--- src/core/ssp_cfg.svh ---
`ifndef SSP_CFG_SVH
`define SSP_CFG_SVH

// ============================================================
// bus addressing
`define SSP_OWN_ADDR      7'h4C
`define SSP_GC_ADDR       8'h00
`define SSP_GC_RESET      8'h06
`define SSP_HS_CODE       5'h01
// ============================================================
// pointer locations
`define SSP_PTR_ONESHOT   8'h0F
`define SSP_PTR_ID        8'hFE
`define SSP_WR_ALIAS_LO   8'h09
`define SSP_WR_ALIAS_HI   8'h0E
`define SSP_WR_ALIAS_OFS  8'h06
`define SSP_WR_A_LO       8'h11
`define SSP_WR_A_HI       8'h14
`define SSP_WR_B_LO       8'h19
`define SSP_WR_B_HI       8'h24
`define SSP_IDX_CFG       6'h03
`define SSP_IDX_CONVRATE  6'h04
`define SSP_IDX_LHIGH     6'h05
`define SSP_IDX_RHIGH     6'h07
`define SSP_IDX_RTHERM    6'h19
`define SSP_IDX_LTHERM    6'h20
`define SSP_IDX_HYST      6'h21
`define SSP_IDX_CONSAL    6'h22
`define SSP_IDX_DFILT     6'h24
// ============================================================
// fields and masks
`define SSP_CFG_SD_BIT    6
`define SSP_CA_TO_BIT     7
`define SSP_CFG_WMASK     8'hE4
`define SSP_CR_WMASK      8'h0F
`define SSP_CA_WMASK      8'h8E
`define SSP_CA_FIXED      8'h01
`define SSP_DF_WMASK      8'h03
// ============================================================
// power-on values
`define SSP_POR_ZERO      8'h00
`define SSP_POR_CFG       8'h00
`define SSP_POR_CONVRATE  8'h08
`define SSP_POR_LIMIT_HI  8'h55
`define SSP_POR_RTHERM    8'h6C
`define SSP_POR_LTHERM    8'h55
`define SSP_POR_HYST      8'h0A
`define SSP_POR_CONSAL    8'h01
// arbitrary identification value
`define SSP_ID_DEFAULT    8'h3A
// ============================================================
// sizes and timing
`define SSP_MEM_DEPTH     64
`define SSP_FIFO_DEPTH    32
`define SSP_FIFO_WIDTH    16
`define SSP_CLK_MHZ       100
`define SSP_TIMEOUT_MS    25
`define SSP_TIMEOUT_CYC   (`SSP_TIMEOUT_MS * 1000 * `SSP_CLK_MHZ)
`define SSP_FS_SPIKE_NS   30
`define SSP_HS_SPIKE_NS   10
`define SSP_FS_FILT_CYC   ((`SSP_FS_SPIKE_NS * `SSP_CLK_MHZ) / 1000)
`define SSP_HS_FILT_CYC   ((`SSP_HS_SPIKE_NS * `SSP_CLK_MHZ) / 1000)

`endif

--- src/core/ssp_pkg.sv ---
package ssp_pkg;
  typedef enum logic [2:0] {
    ST_IDLE,
    ST_SHIFT_IN,
    ST_ACK,
    ST_SHIFT_OUT,
    ST_MASTER_ACK,
    ST_WAIT
  } ssp_state_t;

  typedef logic [7:0]  ssp_byte_t;
  typedef logic [5:0]  ssp_idx_t;
  typedef logic [15:0] ssp_word_t;
endpackage

--- src/core/ssp_mem_if.sv ---
interface ssp_mem_if;
  logic             we;
  logic [5:0]       waddr;
  logic [7:0]       wdata;
  logic [5:0]       raddr;
  logic [7:0]       rdata;

  modport ctrl  (output we, output waddr, output wdata, output raddr, input rdata);
  modport store (input we, input waddr, input wdata, input raddr, output rdata);
endinterface

--- src/core/ssp_top.sv ---
`include "ssp_cfg.svh"

module ssp_top
  import ssp_pkg::*;
#(
  parameter int         TIMEOUT_CYC = `SSP_TIMEOUT_CYC, // bus time-out in core clocks
  parameter logic [7:0] ID_VALUE    = `SSP_ID_DEFAULT   // arbitrary identification value
) (
  input  wire logic       core_clk,  // core clock, 100 MHz
  input  wire logic       reset,     // sync reset, active high
  input  wire logic       sclIn,     // serial clock pin level
  input  wire logic       sdaIn,     // serial data pin level
  output logic            sdaOut,    // serial data drive value, always 0
  output logic            sdaOutEnN, // low while pulling data low
  input  wire logic       measWe,    // measurement path writes a result
  input  wire logic [5:0] measAddr,  // result register index
  input  wire logic [7:0] measData,  // result value
  input  wire logic       convDone,  // conversion cycle finished, pulse
  output logic            convRun,   // conversions allowed, level
  output logic            convStart, // one-shot start, pulse
  output logic            convAbort, // abort conversion, pulse
  output logic            hsMode     // high-speed filters selected
);
  localparam int TO_W = $clog2(TIMEOUT_CYC + 1);

  ssp_mem_if  memBus ();
  ssp_state_t state_r;
  logic [1:0] lineFilt;
  logic [1:0] pinIn;
  logic [1:0] filtLen;
  logic       sclPrev_r, sdaPrev_r;
  logic       sclRise, sclFall, startDet, stopDet;
  logic [3:0] bitCnt_r;
  logic [7:0] shift_r, txShift_r, ptr_r, rdByte;
  logic       isAddr_r, readDir_r, genCall_r, ptrDone_r;
  logic       sdaOutEnN_r, sdaOut_r, hsMode_r, softRst_r;
  logic       fifoInValid_r, fifoInReady, fifoOutValid, fifoOutReady, drainFire;
  logic [15:0] fifoInData_r, fifoOutData;
  logic [TO_W-1:0] toCnt_r;
  logic       timeoutHit;
  logic       initBusy_r;
  logic [5:0] initCnt_r;
  logic [7:0] cfgShadow_r, caShadow_r;
  logic       oneShot_r, convRun_r, convStart_r, convAbort_r;
  logic [7:0] drainPtr, drainData, drainMasked;
  logic [5:0] drainIdx;
  logic       drainWritable;

  // ============================================================
  // helpers
  function automatic logic [7:0] porValue(input logic [5:0] idx);
    case (idx)
      `SSP_IDX_CONVRATE: porValue = `SSP_POR_CONVRATE;
      `SSP_IDX_LHIGH:    porValue = `SSP_POR_LIMIT_HI;
      `SSP_IDX_RHIGH:    porValue = `SSP_POR_LIMIT_HI;
      `SSP_IDX_RTHERM:   porValue = `SSP_POR_RTHERM;
      `SSP_IDX_LTHERM:   porValue = `SSP_POR_LTHERM;
      `SSP_IDX_HYST:     porValue = `SSP_POR_HYST;
      `SSP_IDX_CONSAL:   porValue = `SSP_POR_CONSAL;
      default:           porValue = `SSP_POR_ZERO;
    endcase
  endfunction

  function automatic logic [7:0] writeMask(input logic [5:0] idx);
    case (idx)
      `SSP_IDX_CFG:      writeMask = `SSP_CFG_WMASK;
      `SSP_IDX_CONVRATE: writeMask = `SSP_CR_WMASK;
      `SSP_IDX_CONSAL:   writeMask = `SSP_CA_WMASK;
      `SSP_IDX_DFILT:    writeMask = `SSP_DF_WMASK;
      default:           writeMask = 8'hFF;
    endcase
  endfunction

  // ============================================================
  // pin synchronisers and spike filters
  assign pinIn = {sclIn, sdaIn};
  assign filtLen = hsMode_r ? 2'(`SSP_HS_FILT_CYC) : 2'(`SSP_FS_FILT_CYC);

  genvar g;
  generate
    for (g = 0; g < 2; g++) begin : g_line
      logic [2:0] sync_r;
      logic [1:0] cnt_r;
      logic       filt_r;
      always_ff @(posedge core_clk) begin
        if (reset) begin
          sync_r <= 3'h7;
          cnt_r  <= 2'h0;
          filt_r <= 1'b1;
        end else begin
          sync_r <= {sync_r[1:0], pinIn[g]};
          if ((sync_r[1] == sync_r[2]) && (sync_r[2] != filt_r)) begin
            if (cnt_r >= filtLen - 2'h1) begin
              filt_r <= sync_r[2];
              cnt_r  <= 2'h0;
            end else begin
              cnt_r <= cnt_r + 2'h1;
            end
          end else begin
            cnt_r <= 2'h0;
          end
        end
      end
      assign lineFilt[g] = filt_r;
    end
  endgenerate

  always_ff @(posedge core_clk) begin
    if (reset) begin
      sclPrev_r <= 1'b1;
      sdaPrev_r <= 1'b1;
    end else begin
      sclPrev_r <= lineFilt[1];
      sdaPrev_r <= lineFilt[0];
    end
  end

  assign sclRise  = lineFilt[1] && !sclPrev_r;
  assign sclFall  = !lineFilt[1] && sclPrev_r;
  assign startDet = sclPrev_r && lineFilt[1] && sdaPrev_r && !lineFilt[0];
  assign stopDet  = sclPrev_r && lineFilt[1] && !sdaPrev_r && lineFilt[0];

  // ============================================================
  // read data selection
  assign memBus.raddr = ptr_r[5:0];
  always_comb begin
    if (ptr_r == `SSP_PTR_ID) begin
      rdByte = ID_VALUE;
    end else if (ptr_r[7:6] != 2'h0) begin
      rdByte = 8'h00;
    end else begin
      rdByte = memBus.rdata;
    end
  end

  // ============================================================
  // bus time-out
  // enable from bit 7
  always_ff @(posedge core_clk) begin
    if (reset || state_r == ST_IDLE || !caShadow_r[`SSP_CA_TO_BIT] ||
        (lineFilt[1] && lineFilt[0])) begin
      toCnt_r <= '0;
    end else if (!timeoutHit) begin
      toCnt_r <= toCnt_r + 1'b1;
    end
  end
  assign timeoutHit = (toCnt_r == TO_W'(TIMEOUT_CYC - 1));

  // ============================================================
  // serial protocol engine; only the data line is ever driven
  // data line only
  always_ff @(posedge core_clk) begin
    sdaOut_r <= 1'b0;
  end

  always_ff @(posedge core_clk) begin
    if (reset) begin
      state_r       <= ST_IDLE;
      bitCnt_r      <= 4'h0;
      shift_r       <= 8'h00;
      txShift_r     <= 8'h00;
      isAddr_r      <= 1'b0;
      readDir_r     <= 1'b0;
      genCall_r     <= 1'b0;
      ptrDone_r     <= 1'b0;
      ptr_r         <= 8'h00;
      sdaOutEnN_r   <= 1'b1;
      hsMode_r      <= 1'b0;
      softRst_r     <= 1'b0;
      fifoInValid_r <= 1'b0;
      fifoInData_r  <= 16'h0000;
    end else begin
      softRst_r     <= 1'b0;
      fifoInValid_r <= 1'b0;
      if (stopDet) begin
        state_r     <= ST_IDLE;
        sdaOutEnN_r <= 1'b1;
        hsMode_r    <= 1'b0;
      end else if (startDet) begin
        state_r     <= ST_SHIFT_IN;
        bitCnt_r    <= 4'h0;
        isAddr_r    <= 1'b1;
        sdaOutEnN_r <= 1'b1;
      end else if (timeoutHit) begin
        state_r     <= ST_IDLE;
        sdaOutEnN_r <= 1'b1;
      end else begin
        case (state_r)
          ST_SHIFT_IN: begin
            if (sclRise) begin
              shift_r  <= {shift_r[6:0], lineFilt[0]};
              bitCnt_r <= bitCnt_r + 4'h1;
            end else if (sclFall && bitCnt_r == 4'h8) begin
              bitCnt_r <= 4'h0;
              isAddr_r <= 1'b0;
              if (isAddr_r) begin
                if (shift_r[7:3] == `SSP_HS_CODE) begin
                  hsMode_r <= 1'b1;
                  state_r  <= ST_WAIT;
                end else if (shift_r[7:1] == `SSP_OWN_ADDR) begin
                  sdaOutEnN_r <= 1'b0;
                  readDir_r   <= shift_r[0];
                  genCall_r   <= 1'b0;
                  ptrDone_r   <= 1'b0;
                  state_r     <= ST_ACK;
                end else if (shift_r == `SSP_GC_ADDR) begin
                  sdaOutEnN_r <= 1'b0;
                  readDir_r   <= 1'b0;
                  genCall_r   <= 1'b1;
                  ptrDone_r   <= 1'b0;
                  state_r     <= ST_ACK;
                end else begin
                  state_r <= ST_WAIT;
                end
              end else if (genCall_r) begin
                sdaOutEnN_r <= 1'b0;
                ptrDone_r   <= 1'b1;
                state_r     <= ST_ACK;
                if (shift_r == `SSP_GC_RESET) begin
                  softRst_r <= 1'b1;
                  ptr_r     <= 8'h00;
                end
              end else if (!ptrDone_r) begin
                ptr_r       <= shift_r;
                ptrDone_r   <= 1'b1;
                sdaOutEnN_r <= 1'b0;
                state_r     <= ST_ACK;
              end else if (fifoInReady) begin
                fifoInValid_r <= 1'b1;
                fifoInData_r  <= {ptr_r, shift_r};
                sdaOutEnN_r   <= 1'b0;
                state_r       <= ST_ACK;
              end else begin
                // full buffer: refuse the byte
                state_r <= ST_WAIT;
              end
            end
          end
          ST_ACK: begin
            if (sclFall) begin
              bitCnt_r <= 4'h0;
              if (readDir_r) begin
                txShift_r   <= rdByte;
                sdaOutEnN_r <= rdByte[7];
                state_r     <= ST_SHIFT_OUT;
              end else begin
                sdaOutEnN_r <= 1'b1;
                state_r     <= (genCall_r && ptrDone_r) ? ST_WAIT : ST_SHIFT_IN;
              end
            end
          end
          ST_SHIFT_OUT: begin
            if (sclRise) begin
              bitCnt_r <= bitCnt_r + 4'h1;
            end else if (sclFall) begin
              if (bitCnt_r == 4'h8) begin
                sdaOutEnN_r <= 1'b1;
                state_r     <= ST_MASTER_ACK;
              end else begin
                txShift_r   <= {txShift_r[6:0], 1'b0};
                sdaOutEnN_r <= txShift_r[6];
              end
            end
          end
          ST_MASTER_ACK: begin
            if (sclRise && lineFilt[0]) begin
              state_r <= ST_WAIT;
            end else if (sclFall) begin
              bitCnt_r    <= 4'h0;
              txShift_r   <= rdByte;
              sdaOutEnN_r <= rdByte[7];
              state_r     <= ST_SHIFT_OUT;
            end
          end
          default: begin
          end
        endcase
      end
    end
  end

  // ============================================================
  // write buffer and register update
  ssp_fifo #(
    .WIDTH (`SSP_FIFO_WIDTH),
    .DEPTH (`SSP_FIFO_DEPTH)
  ) u_fifo (
    .core_clk (core_clk),
    .reset    (reset),
    .flush    (softRst_r),
    .inValid  (fifoInValid_r),
    .inReady  (fifoInReady),
    .inData   (fifoInData_r),
    .outValid (fifoOutValid),
    .outReady (fifoOutReady),
    .outData  (fifoOutData)
  );

  // result writes from the measurement side have priority over bus writes
  assign fifoOutReady  = !initBusy_r && !measWe;
  assign drainFire     = fifoOutValid && fifoOutReady;
  assign drainPtr      = fifoOutData[15:8];
  assign drainData     = fifoOutData[7:0];
  assign drainIdx      = ((drainPtr >= `SSP_WR_ALIAS_LO) && (drainPtr <= `SSP_WR_ALIAS_HI)) ?
                         6'(drainPtr - `SSP_WR_ALIAS_OFS) : drainPtr[5:0];
  assign drainWritable = ((drainPtr >= `SSP_WR_ALIAS_LO) && (drainPtr <= `SSP_WR_ALIAS_HI)) ||
                         ((drainPtr >= `SSP_WR_A_LO) && (drainPtr <= `SSP_WR_A_HI)) ||
                         ((drainPtr >= `SSP_WR_B_LO) && (drainPtr <= `SSP_WR_B_HI));
  assign drainMasked   = (drainData & writeMask(drainIdx)) |
                         ((drainIdx == `SSP_IDX_CONSAL) ? `SSP_CA_FIXED : 8'h00);

  always_comb begin
    memBus.we    = 1'b0;
    memBus.waddr = 6'h00;
    memBus.wdata = 8'h00;
    if (initBusy_r) begin
      memBus.we    = 1'b1;
      memBus.waddr = initCnt_r;
      memBus.wdata = porValue(initCnt_r);
    end else if (measWe) begin
      memBus.we    = 1'b1;
      memBus.waddr = measAddr;
      memBus.wdata = measData;
    end else if (drainFire && drainWritable) begin
      memBus.we    = 1'b1;
      memBus.waddr = drainIdx;
      memBus.wdata = drainMasked;
    end
  end

  ssp_regmem u_regmem (
    .core_clk (core_clk),
    .memBus   (memBus.store)
  );

  always_ff @(posedge core_clk) begin
    if (reset || softRst_r) begin
      initBusy_r  <= 1'b1;
      initCnt_r   <= 6'h00;
      cfgShadow_r <= `SSP_POR_CFG;
      caShadow_r  <= `SSP_POR_CONSAL;
      oneShot_r   <= 1'b0;
      convStart_r <= 1'b0;
      convRun_r   <= 1'b0;
      convAbort_r <= !reset;
    end else begin
      convStart_r <= 1'b0;
      convAbort_r <= 1'b0;
      if (initBusy_r) begin
        initCnt_r <= initCnt_r + 6'h01;
        if (initCnt_r == 6'h3F) begin
          initBusy_r <= 1'b0;
        end
      end
      if (convDone) begin
        oneShot_r <= 1'b0;
      end
      if (drainFire) begin
        if (drainPtr == `SSP_PTR_ONESHOT) begin
          if (cfgShadow_r[`SSP_CFG_SD_BIT]) begin
            oneShot_r   <= 1'b1;
            convStart_r <= 1'b1;
          end
        end else if (drainWritable && drainIdx == `SSP_IDX_CFG) begin
          cfgShadow_r <= drainMasked;
        end else if (drainWritable && drainIdx == `SSP_IDX_CONSAL) begin
          caShadow_r <= drainMasked;
        end
      end
      convRun_r <= !cfgShadow_r[`SSP_CFG_SD_BIT] || oneShot_r;
    end
  end

  assign sdaOut    = sdaOut_r;
  assign sdaOutEnN = sdaOutEnN_r;
  assign convRun   = convRun_r;
  assign convStart = convStart_r;
  assign convAbort = convAbort_r;
  assign hsMode    = hsMode_r;
endmodule // ssp_top

--- src/core/ssp_regmem.sv ---
`include "ssp_cfg.svh"

module ssp_regmem
  import ssp_pkg::*;
(
  input  wire logic core_clk, // core clock
  ssp_mem_if.store  memBus    // register storage port
);
  logic [7:0] store_r [`SSP_MEM_DEPTH];
  logic [7:0] rdata_r;

  // no reset here: the controller sweeps power-on values in
  always_ff @(posedge core_clk) begin
    if (memBus.we) begin
      store_r[memBus.waddr] <= memBus.wdata;
    end
    rdata_r <= store_r[memBus.raddr];
  end

  assign memBus.rdata = rdata_r;
endmodule // ssp_regmem

--- src/core/ssp_fifo.sv ---
module ssp_fifo #(
  parameter int WIDTH = 16,
  parameter int DEPTH = 32
) (
  input  wire logic             core_clk, // core clock
  input  wire logic             reset,    // sync reset, active high
  input  wire logic             flush,    // drop all entries
  input  wire logic             inValid,  // write request
  output logic                  inReady,  // room for one more
  input  wire logic [WIDTH-1:0] inData,   // write data
  output logic                  outValid, // entry available
  input  wire logic             outReady, // consumer takes entry
  output logic [WIDTH-1:0]      outData   // head entry
);
  localparam int AW = $clog2(DEPTH);

  logic [WIDTH-1:0] mem_r [DEPTH];
  logic [AW:0]      wrPtr_r;
  logic [AW:0]      rdPtr_r;
  logic             push;
  logic             pop;

  assign inReady  = (wrPtr_r[AW] == rdPtr_r[AW]) || (wrPtr_r[AW-1:0] != rdPtr_r[AW-1:0]);
  assign outValid = (wrPtr_r != rdPtr_r);
  assign outData  = mem_r[rdPtr_r[AW-1:0]];
  assign push     = inValid && inReady;
  assign pop      = outValid && outReady;

  always_ff @(posedge core_clk) begin
    if (reset || flush) begin
      wrPtr_r <= '0;
      rdPtr_r <= '0;
    end else begin
      if (push) begin
        wrPtr_r <= wrPtr_r + 1'b1;
      end
      if (pop) begin
        rdPtr_r <= rdPtr_r + 1'b1;
      end
    end
  end

  always_ff @(posedge core_clk) begin
    if (push) begin
      mem_r[wrPtr_r[AW-1:0]] <= inData;
    end
  end
endmodule // ssp_fifo

--- config.mk ---
export PLATFORM = sky130hd
export DESIGN_NAME = ssp_top
export DESIGN_NICKNAME = d
export VERILOG_FILES = /design/src/core/ssp_pkg.sv /design/src/core/ssp_mem_if.sv /design/src/core/ssp_top.sv /design/src/core/ssp_regmem.sv /design/src/core/ssp_fifo.sv
export VERILOG_INCLUDE_DIRS = /design/src /design/src/core
export SDC_FILE = /design/constraint.sdc
export NUM_CORES = 1
export LEC_CHECK = 0
export BUFFER_PORTS_ARGS = -buffer_cell sky130_fd_sc_hd__buf_2
export CELL_PAD_IN_SITES_DETAIL_PLACEMENT = 1
export CELL_PAD_IN_SITES_GLOBAL_PLACEMENT = 2
export CORE_MARGIN = 8
export CORE_UTILIZATION = 40
export CTS_CLUSTER_SIZE = 16
export DETAILED_ROUTE_END_ITERATION = 10
export PLACE_DENSITY_LB_ADDON = 0.15
export SLEW_MARGIN = 20
export SYNTH_ARGS = -nofsm -noshare
export SYNTH_HDL_FRONTEND = slang
export SYNTH_SLANG_ARGS = --single-unit
export TNS_END_PERCENT = 50
--- constraint.sdc ---
create_clock -name core_clk -period 7.13 [get_ports core_clk]
set_clock_uncertainty 0.2 [all_clocks]
set_input_delay 1.426 -clock core_clk [delete_from_list [all_inputs] [get_ports core_clk]]
set_output_delay 1.426 -clock core_clk [all_outputs]
set_load 0.01 [all_outputs]
Word-level counts from Yosys, hierarchy flattened. Memories as Yosys holds them, arrays and structs flattened. A register that Yosys moved wholly into a read port is not among the register bits. Index checks and enable logic that the tools add are counted.

Register bits after elaboration: 128. Bits in writable memories: 1024. Input port bits: 20. Word-level logic and storage cells: 299. Memories: 2.

Add/subtract/negate cells: 9. $lt $le $gt $ge: 8. Eq/ne operators: 60. Muxes and demuxes: 96. Bitwise operators: 17. Reductions and logical operators: 73.

Memories: u_fifo.mem_r (words 32, bits a word 16, read ports 1, clocked after memory_dff 1, wr ports 1, line ssp_fifo.sv:17) `logic [WIDTH-1:0] mem_r [DEPTH];`; u_regmem.store_r (words 64, bits a word 8, read ports 1, clocked after memory_dff 1, wr ports 1, line ssp_regmem.sv:9) `` logic [7:0] store_r [`SSP_MEM_DEPTH]; ``.

Operators with widths (count): $mux W8 (8); $mux W3 (17); $mux W7 (7); $mux W1 (44); $eq A6 B6 Y1 const B (6); $pmux W7 S5 (1); $ne A4 B4 Y1 const B (8); $pmux W8 S4 (1); $mux W4 (7); $ne A2 B2 Y1 const B (13); $eq A6 B3 Y1 const B (4); $mux W6 (4); $reduce_and A8 Y1 (3); $add A22 B1 Y22 const B (1); $eq A22 B22 Y1 const B (1); $logic_and A1 B1 Y1 (22); $reduce_and A11 Y1 (2); $pmux W7 S3 (1); $add A6 B1 Y6 const B (3); $reduce_and A9 Y1 (2); $ge A8 B5 Y1 const B (2); $pmux W4 S4 (1); $not A1 Y1 (15); $ne A3 B3 Y1 const B (4); 55 further kinds (86).

Logic depth before layout (Yosys ltp).
Depth after elaboration: 11. Mapped depth: 15. Depth with buffers taken out: 11.

By module. Synthesis repeated with hierarchy kept, for this count alone.

Cell total of the unflattened synthesis: 2844. Area, all modules: 46352.0 µm².

By module, submodules not included: ssp_fifo (times used 1, cells an instance 1213, area an instance 20786.2 µm², seq. area each 15715.1 µm²); ssp_regmem (times used 1, cells an instance 972, area an instance 20190.6 µm², seq. area each 15534.9 µm²); ssp_top (times used 1, cells an instance 659, area an instance 5375.2 µm², seq. area each 2062.0 µm²).

Least setup slack after synthesis. OpenSTA, ideal clock, no wires.

Kind: register to register. Start: reg (tool-made name). End: mem u_regmem.store_r[0][6] (data pin). Library setup time: 728 ps. Data arrival time: 6045 ps. Path slack: 157 ps. Stages on the path, launching flop included: 12. Cells stage by stage: dfxtp_1 clkbuf_1 clkbuf_1 mux4_2 mux4_2 mux2i_4 o41ai_1 a211o_1 a211oi_4 nand2_2 a311o_1 o311ai_1.

RTL lines (line): end, declared (ssp_regmem.sv:9).

==> impl_metrics.sql <==
INSERT INTO impl_metrics (metric_group, metric, value, unit) VALUES
('power', 'total_switching_power', '2.71', 'mW'),
('layout', 'sequential_cell_area', '0.0333', 'mm2'),
('routing', 'wire_per_inst', '28.2', 'um'),
('routing', 'detail_route.drc_violations', '0', ''),
('synthesis', 'synth_seq_area_share', '72.5', '%'),
('cts', 'cts_sinks', '1152', ''),
('worst_setup_path', 'crit_path_start_kind', 'flip-flop', ''),
('layout', 'multi_input_comb_area', '0.0123', 'mm2'),
('placed_design', 'dp_wirelength', '77400', 'um'),
('timing', 'setup_viol', '0', ''),
('timing', 'finalMaxSlewViolations', '0', ''),
('power', 'p_sw_share', '19.9', '%'),
('cts', 'clkSlewWorstSetupHoldPaths', '60', 'ps'),
('power', 'ir_worst_vdd', '181', 'uV'),
('worst_setup_path', 'critical_path.max_fanout', '41', ''),
('routing', 'vias_per_cell', '5.63', ''),
('synthesis', 'synth_top_cells_by_count', 'edfxtp_1, nor2_1, mux4_2', ''),
('timing', 'fmaxAchievable', '0.164', 'GHz'),
('synthesis', 'syn-mean-instance-area', '17.1', 'um2'),
('synthesis', 'synth_top_flop_cell', 'edfxtp_1', ''),
('layout', 'layout.filler_cells', '10800', ''),
('die', 'initial_core_utilization', '40.2', '%'),
('synthesis', 'async_reset_ff_share', '0', '%'),
('worst_setup_path', 'cp.arrival', '6210', 'ps'),
('synthesis', 'synthMostInstantiatedCell', 'edfxtp_1', ''),
('timing', 'final_hold_viol_count', '0', ''),
('die', 'die_w', '355', 'um'),
('cts', 'clock-root-buffer', 'clkbuf_16', ''),
('synthesis', 'synth-seq-cells', '1152', ''),
('cts', 'post-cts-setup-buffer-count', '0', ''),
('grt', 'all_layer_gr_usage', '19.4', '%'),
('cts', 'cts_tree', 'built', ''),
('placed_design', 'place_ws', '881', 'ps'),
('layout', 'final_cell_count_no_fill', '4371', ''),
('synthesis', 'syn-num-nets', '2716', ''),
('power', 'p_total', '13.6', 'mW'),
('layout', 'layout-drive-gt1-share', '20.0', '%'),
('worst_hold_path', 'hp-class', 'flip-flop to flip-flop', ''),
('power', 'comb_pwr_share', '1.0', '%'),
('grt', 'globalRoute.totalOverflow', '0', ''),
('timing', 'min_period', '6100', 'ps'),
('timing', 'layout_worst_path_cycle_share', '85.6', '%'),
('layout', 'fin_nets', '2795', ''),
('power', 'power.clock.fraction', '45.2', '%'),
('die', 'chipHeight', '355', 'um'),
('cts', 'cts.path.max_buffers', '3', ''),
('routing', 'drt-initial-drc-count', '1877', ''),
('power', 'seqPwrFrac', '53.7', '%'),
('status', 'outcome', 'completed', ''),
('synthesis', 'synth_top_cell_area_share', '66.9', '%'),
('grt', 'grt_max_degree', '65', ''),
('cts', 'cts.htree.levels', '3', ''),
('grt', 'grt_antenna_before_repair', '3', ''),
('synthesis', 'ys.warnings.count', '0', ''),
('routing', 'route.vias.total', '24600', ''),
('placed_design', 'gp_congestion', '0.846', ''),
('synthesis', 'yosys.area.top_type', 'edfxtp_1', ''),
('cts', 'post_cts.resized_instances', '0', ''),
('power', 'leakagePower', '16.0', 'nW'),
('layout', 'layout-area-overhead-vs-synth', '13.4', '%'),
('power', 'power_density_over_cell_area', '260', 'mW/mm2'),
('worst_setup_path', 'category_of_the_critical_setup_timing_path', 'flip-flop to flip-flop', ''),
('worst_setup_path', 'timing.critical_path.to_type', 'flip-flop', ''),
('worst_setup_path', 'cp_data_required_time', '7240', 'ps'),
('cts', 'clkLatencyLatePin', '720', 'ps'),
('grt', 'grt_first_pass_wirelength', '181000', 'um'),
('synthesis', 'count_of_flip_flops_with_a_built_in_enable_after_synthesis', '1024', ''),
('timing', 'timing.setup.tns', '0', 'ps'),
('die', 'placementRows', '124', ''),
('synthesis', 'netlist-cell-type-count', '89', ''),
('timing', 'grt_setup_unrepaired', 'no', '');
[layout by cell type, fill, tap and decap left out, types with 40 or more instances in the layout]
cell	n
o21ai_0	60
buf_4	66
mux2i_1	162
nand2_1	156
clkbuf_16	122
a21oi_1	73
o221ai_1	56
mux4_2	194
dfxtp_1	112
nor2_1	191
and2_1	40
edfxtp_1	1024
[flip-flops by register name, summed over array words and instances, names as in the netlist, 2 cells and up, named ones only]
signal	flops
g_line.sync_r	6
state_r	3
shift_r	8
toCnt_r	22
u_fifo.rdPtr_r	6
g_line.cnt_r	4
u_fifo.wrPtr_r	6
fifoInData_r	16
txShift_r	7
ptr_r	8
g_line.filt_r	2
u_fifo.mem_r	512
bitCnt_r	4
initCnt_r	6
u_regmem.memBus.rdata	8
u_regmem.store_r	512
[metrics by stage]
| stage | utilization, % | area (um2) |
|---|---|---|
| floorplan | - | 45900 |
| global placement | 42.2 | 48200 |
| detailed placement | 42.2 | 48200 |
| CTS | 45.6 | 52100 |
| global route | 45.6 | 52100 |
| finish | 45.6 | 52100 |
[routing by layer]
layer | share of wire, % | up-vias | track usage, %
met3 | 4.4 | 167 | 2.77
li1 | - | 10800 | -
met4 | 2.3 | 0 | 4.97
met2 | 49 | 553 | 32.7
met5 | 0 | - | 0
met1 | 44 | 13000 | 26.5
[cells by family after synthesis]
family,synth area share [%]
buf+inv,1.43
other cells,0.00816
simple gates,6.41
xor+xnor,0.648
flops,72.5
compound gates,5.35
mux,13.2
fa+ha+maj,0.408
[power groups by stage]
stage	clock network [mW]	registers, mW	logic [mW]
floorplan	0	7.43	0.0699
global placement	0	7.44	0.138
detailed placement	0	7.44	0.143
CTS	6.29	7.29	0.143
global route	6.51	7.29	0.149
finish	6.14	7.29	0.141
[worst paths after layout]
path / cells past startpoint / slack, ps / from / end
worst min register to register: 1 / 210 / g_line[0].sync_r[0] / g_line[0].sync_r[1]
worst max register to register: 11 / 1030 / flip-flop / u_regmem.store_r[51][2]
worst min-delay path: 1 / 210 / g_line[0].sync_r[0] / g_line[0].sync_r[1]
worst max-delay path: 11 / 1030 / flip-flop / u_regmem.store_r[51][2]
[critical path: stages, from the launching register on]
cell      delay, ps
dfxtp_4         760
buf_12          290
buf_4           460
mux4_2          570
mux2_2          330
o22a_1          240
and2_1          290
o31ai_2         490
o211ai_1        280
a21oi_4         450
o211ai_2        480
nor2_1          740
[final cells by class]
type | count | area share [%]
Antenna cell | 2 | 0.00960
Multi-Input combinational cell | 1368 | 23.5
Inverter | 26 | 0.187
Timing Repair Buffer | 91 | 1.22
Clock buffer | 142 | 6.06
Sequential cell | 1152 | 64.0
Tap cell | 1512 | 3.63
Clock inverter | 78 | 1.39
Power figures use the tool's default switching activity.
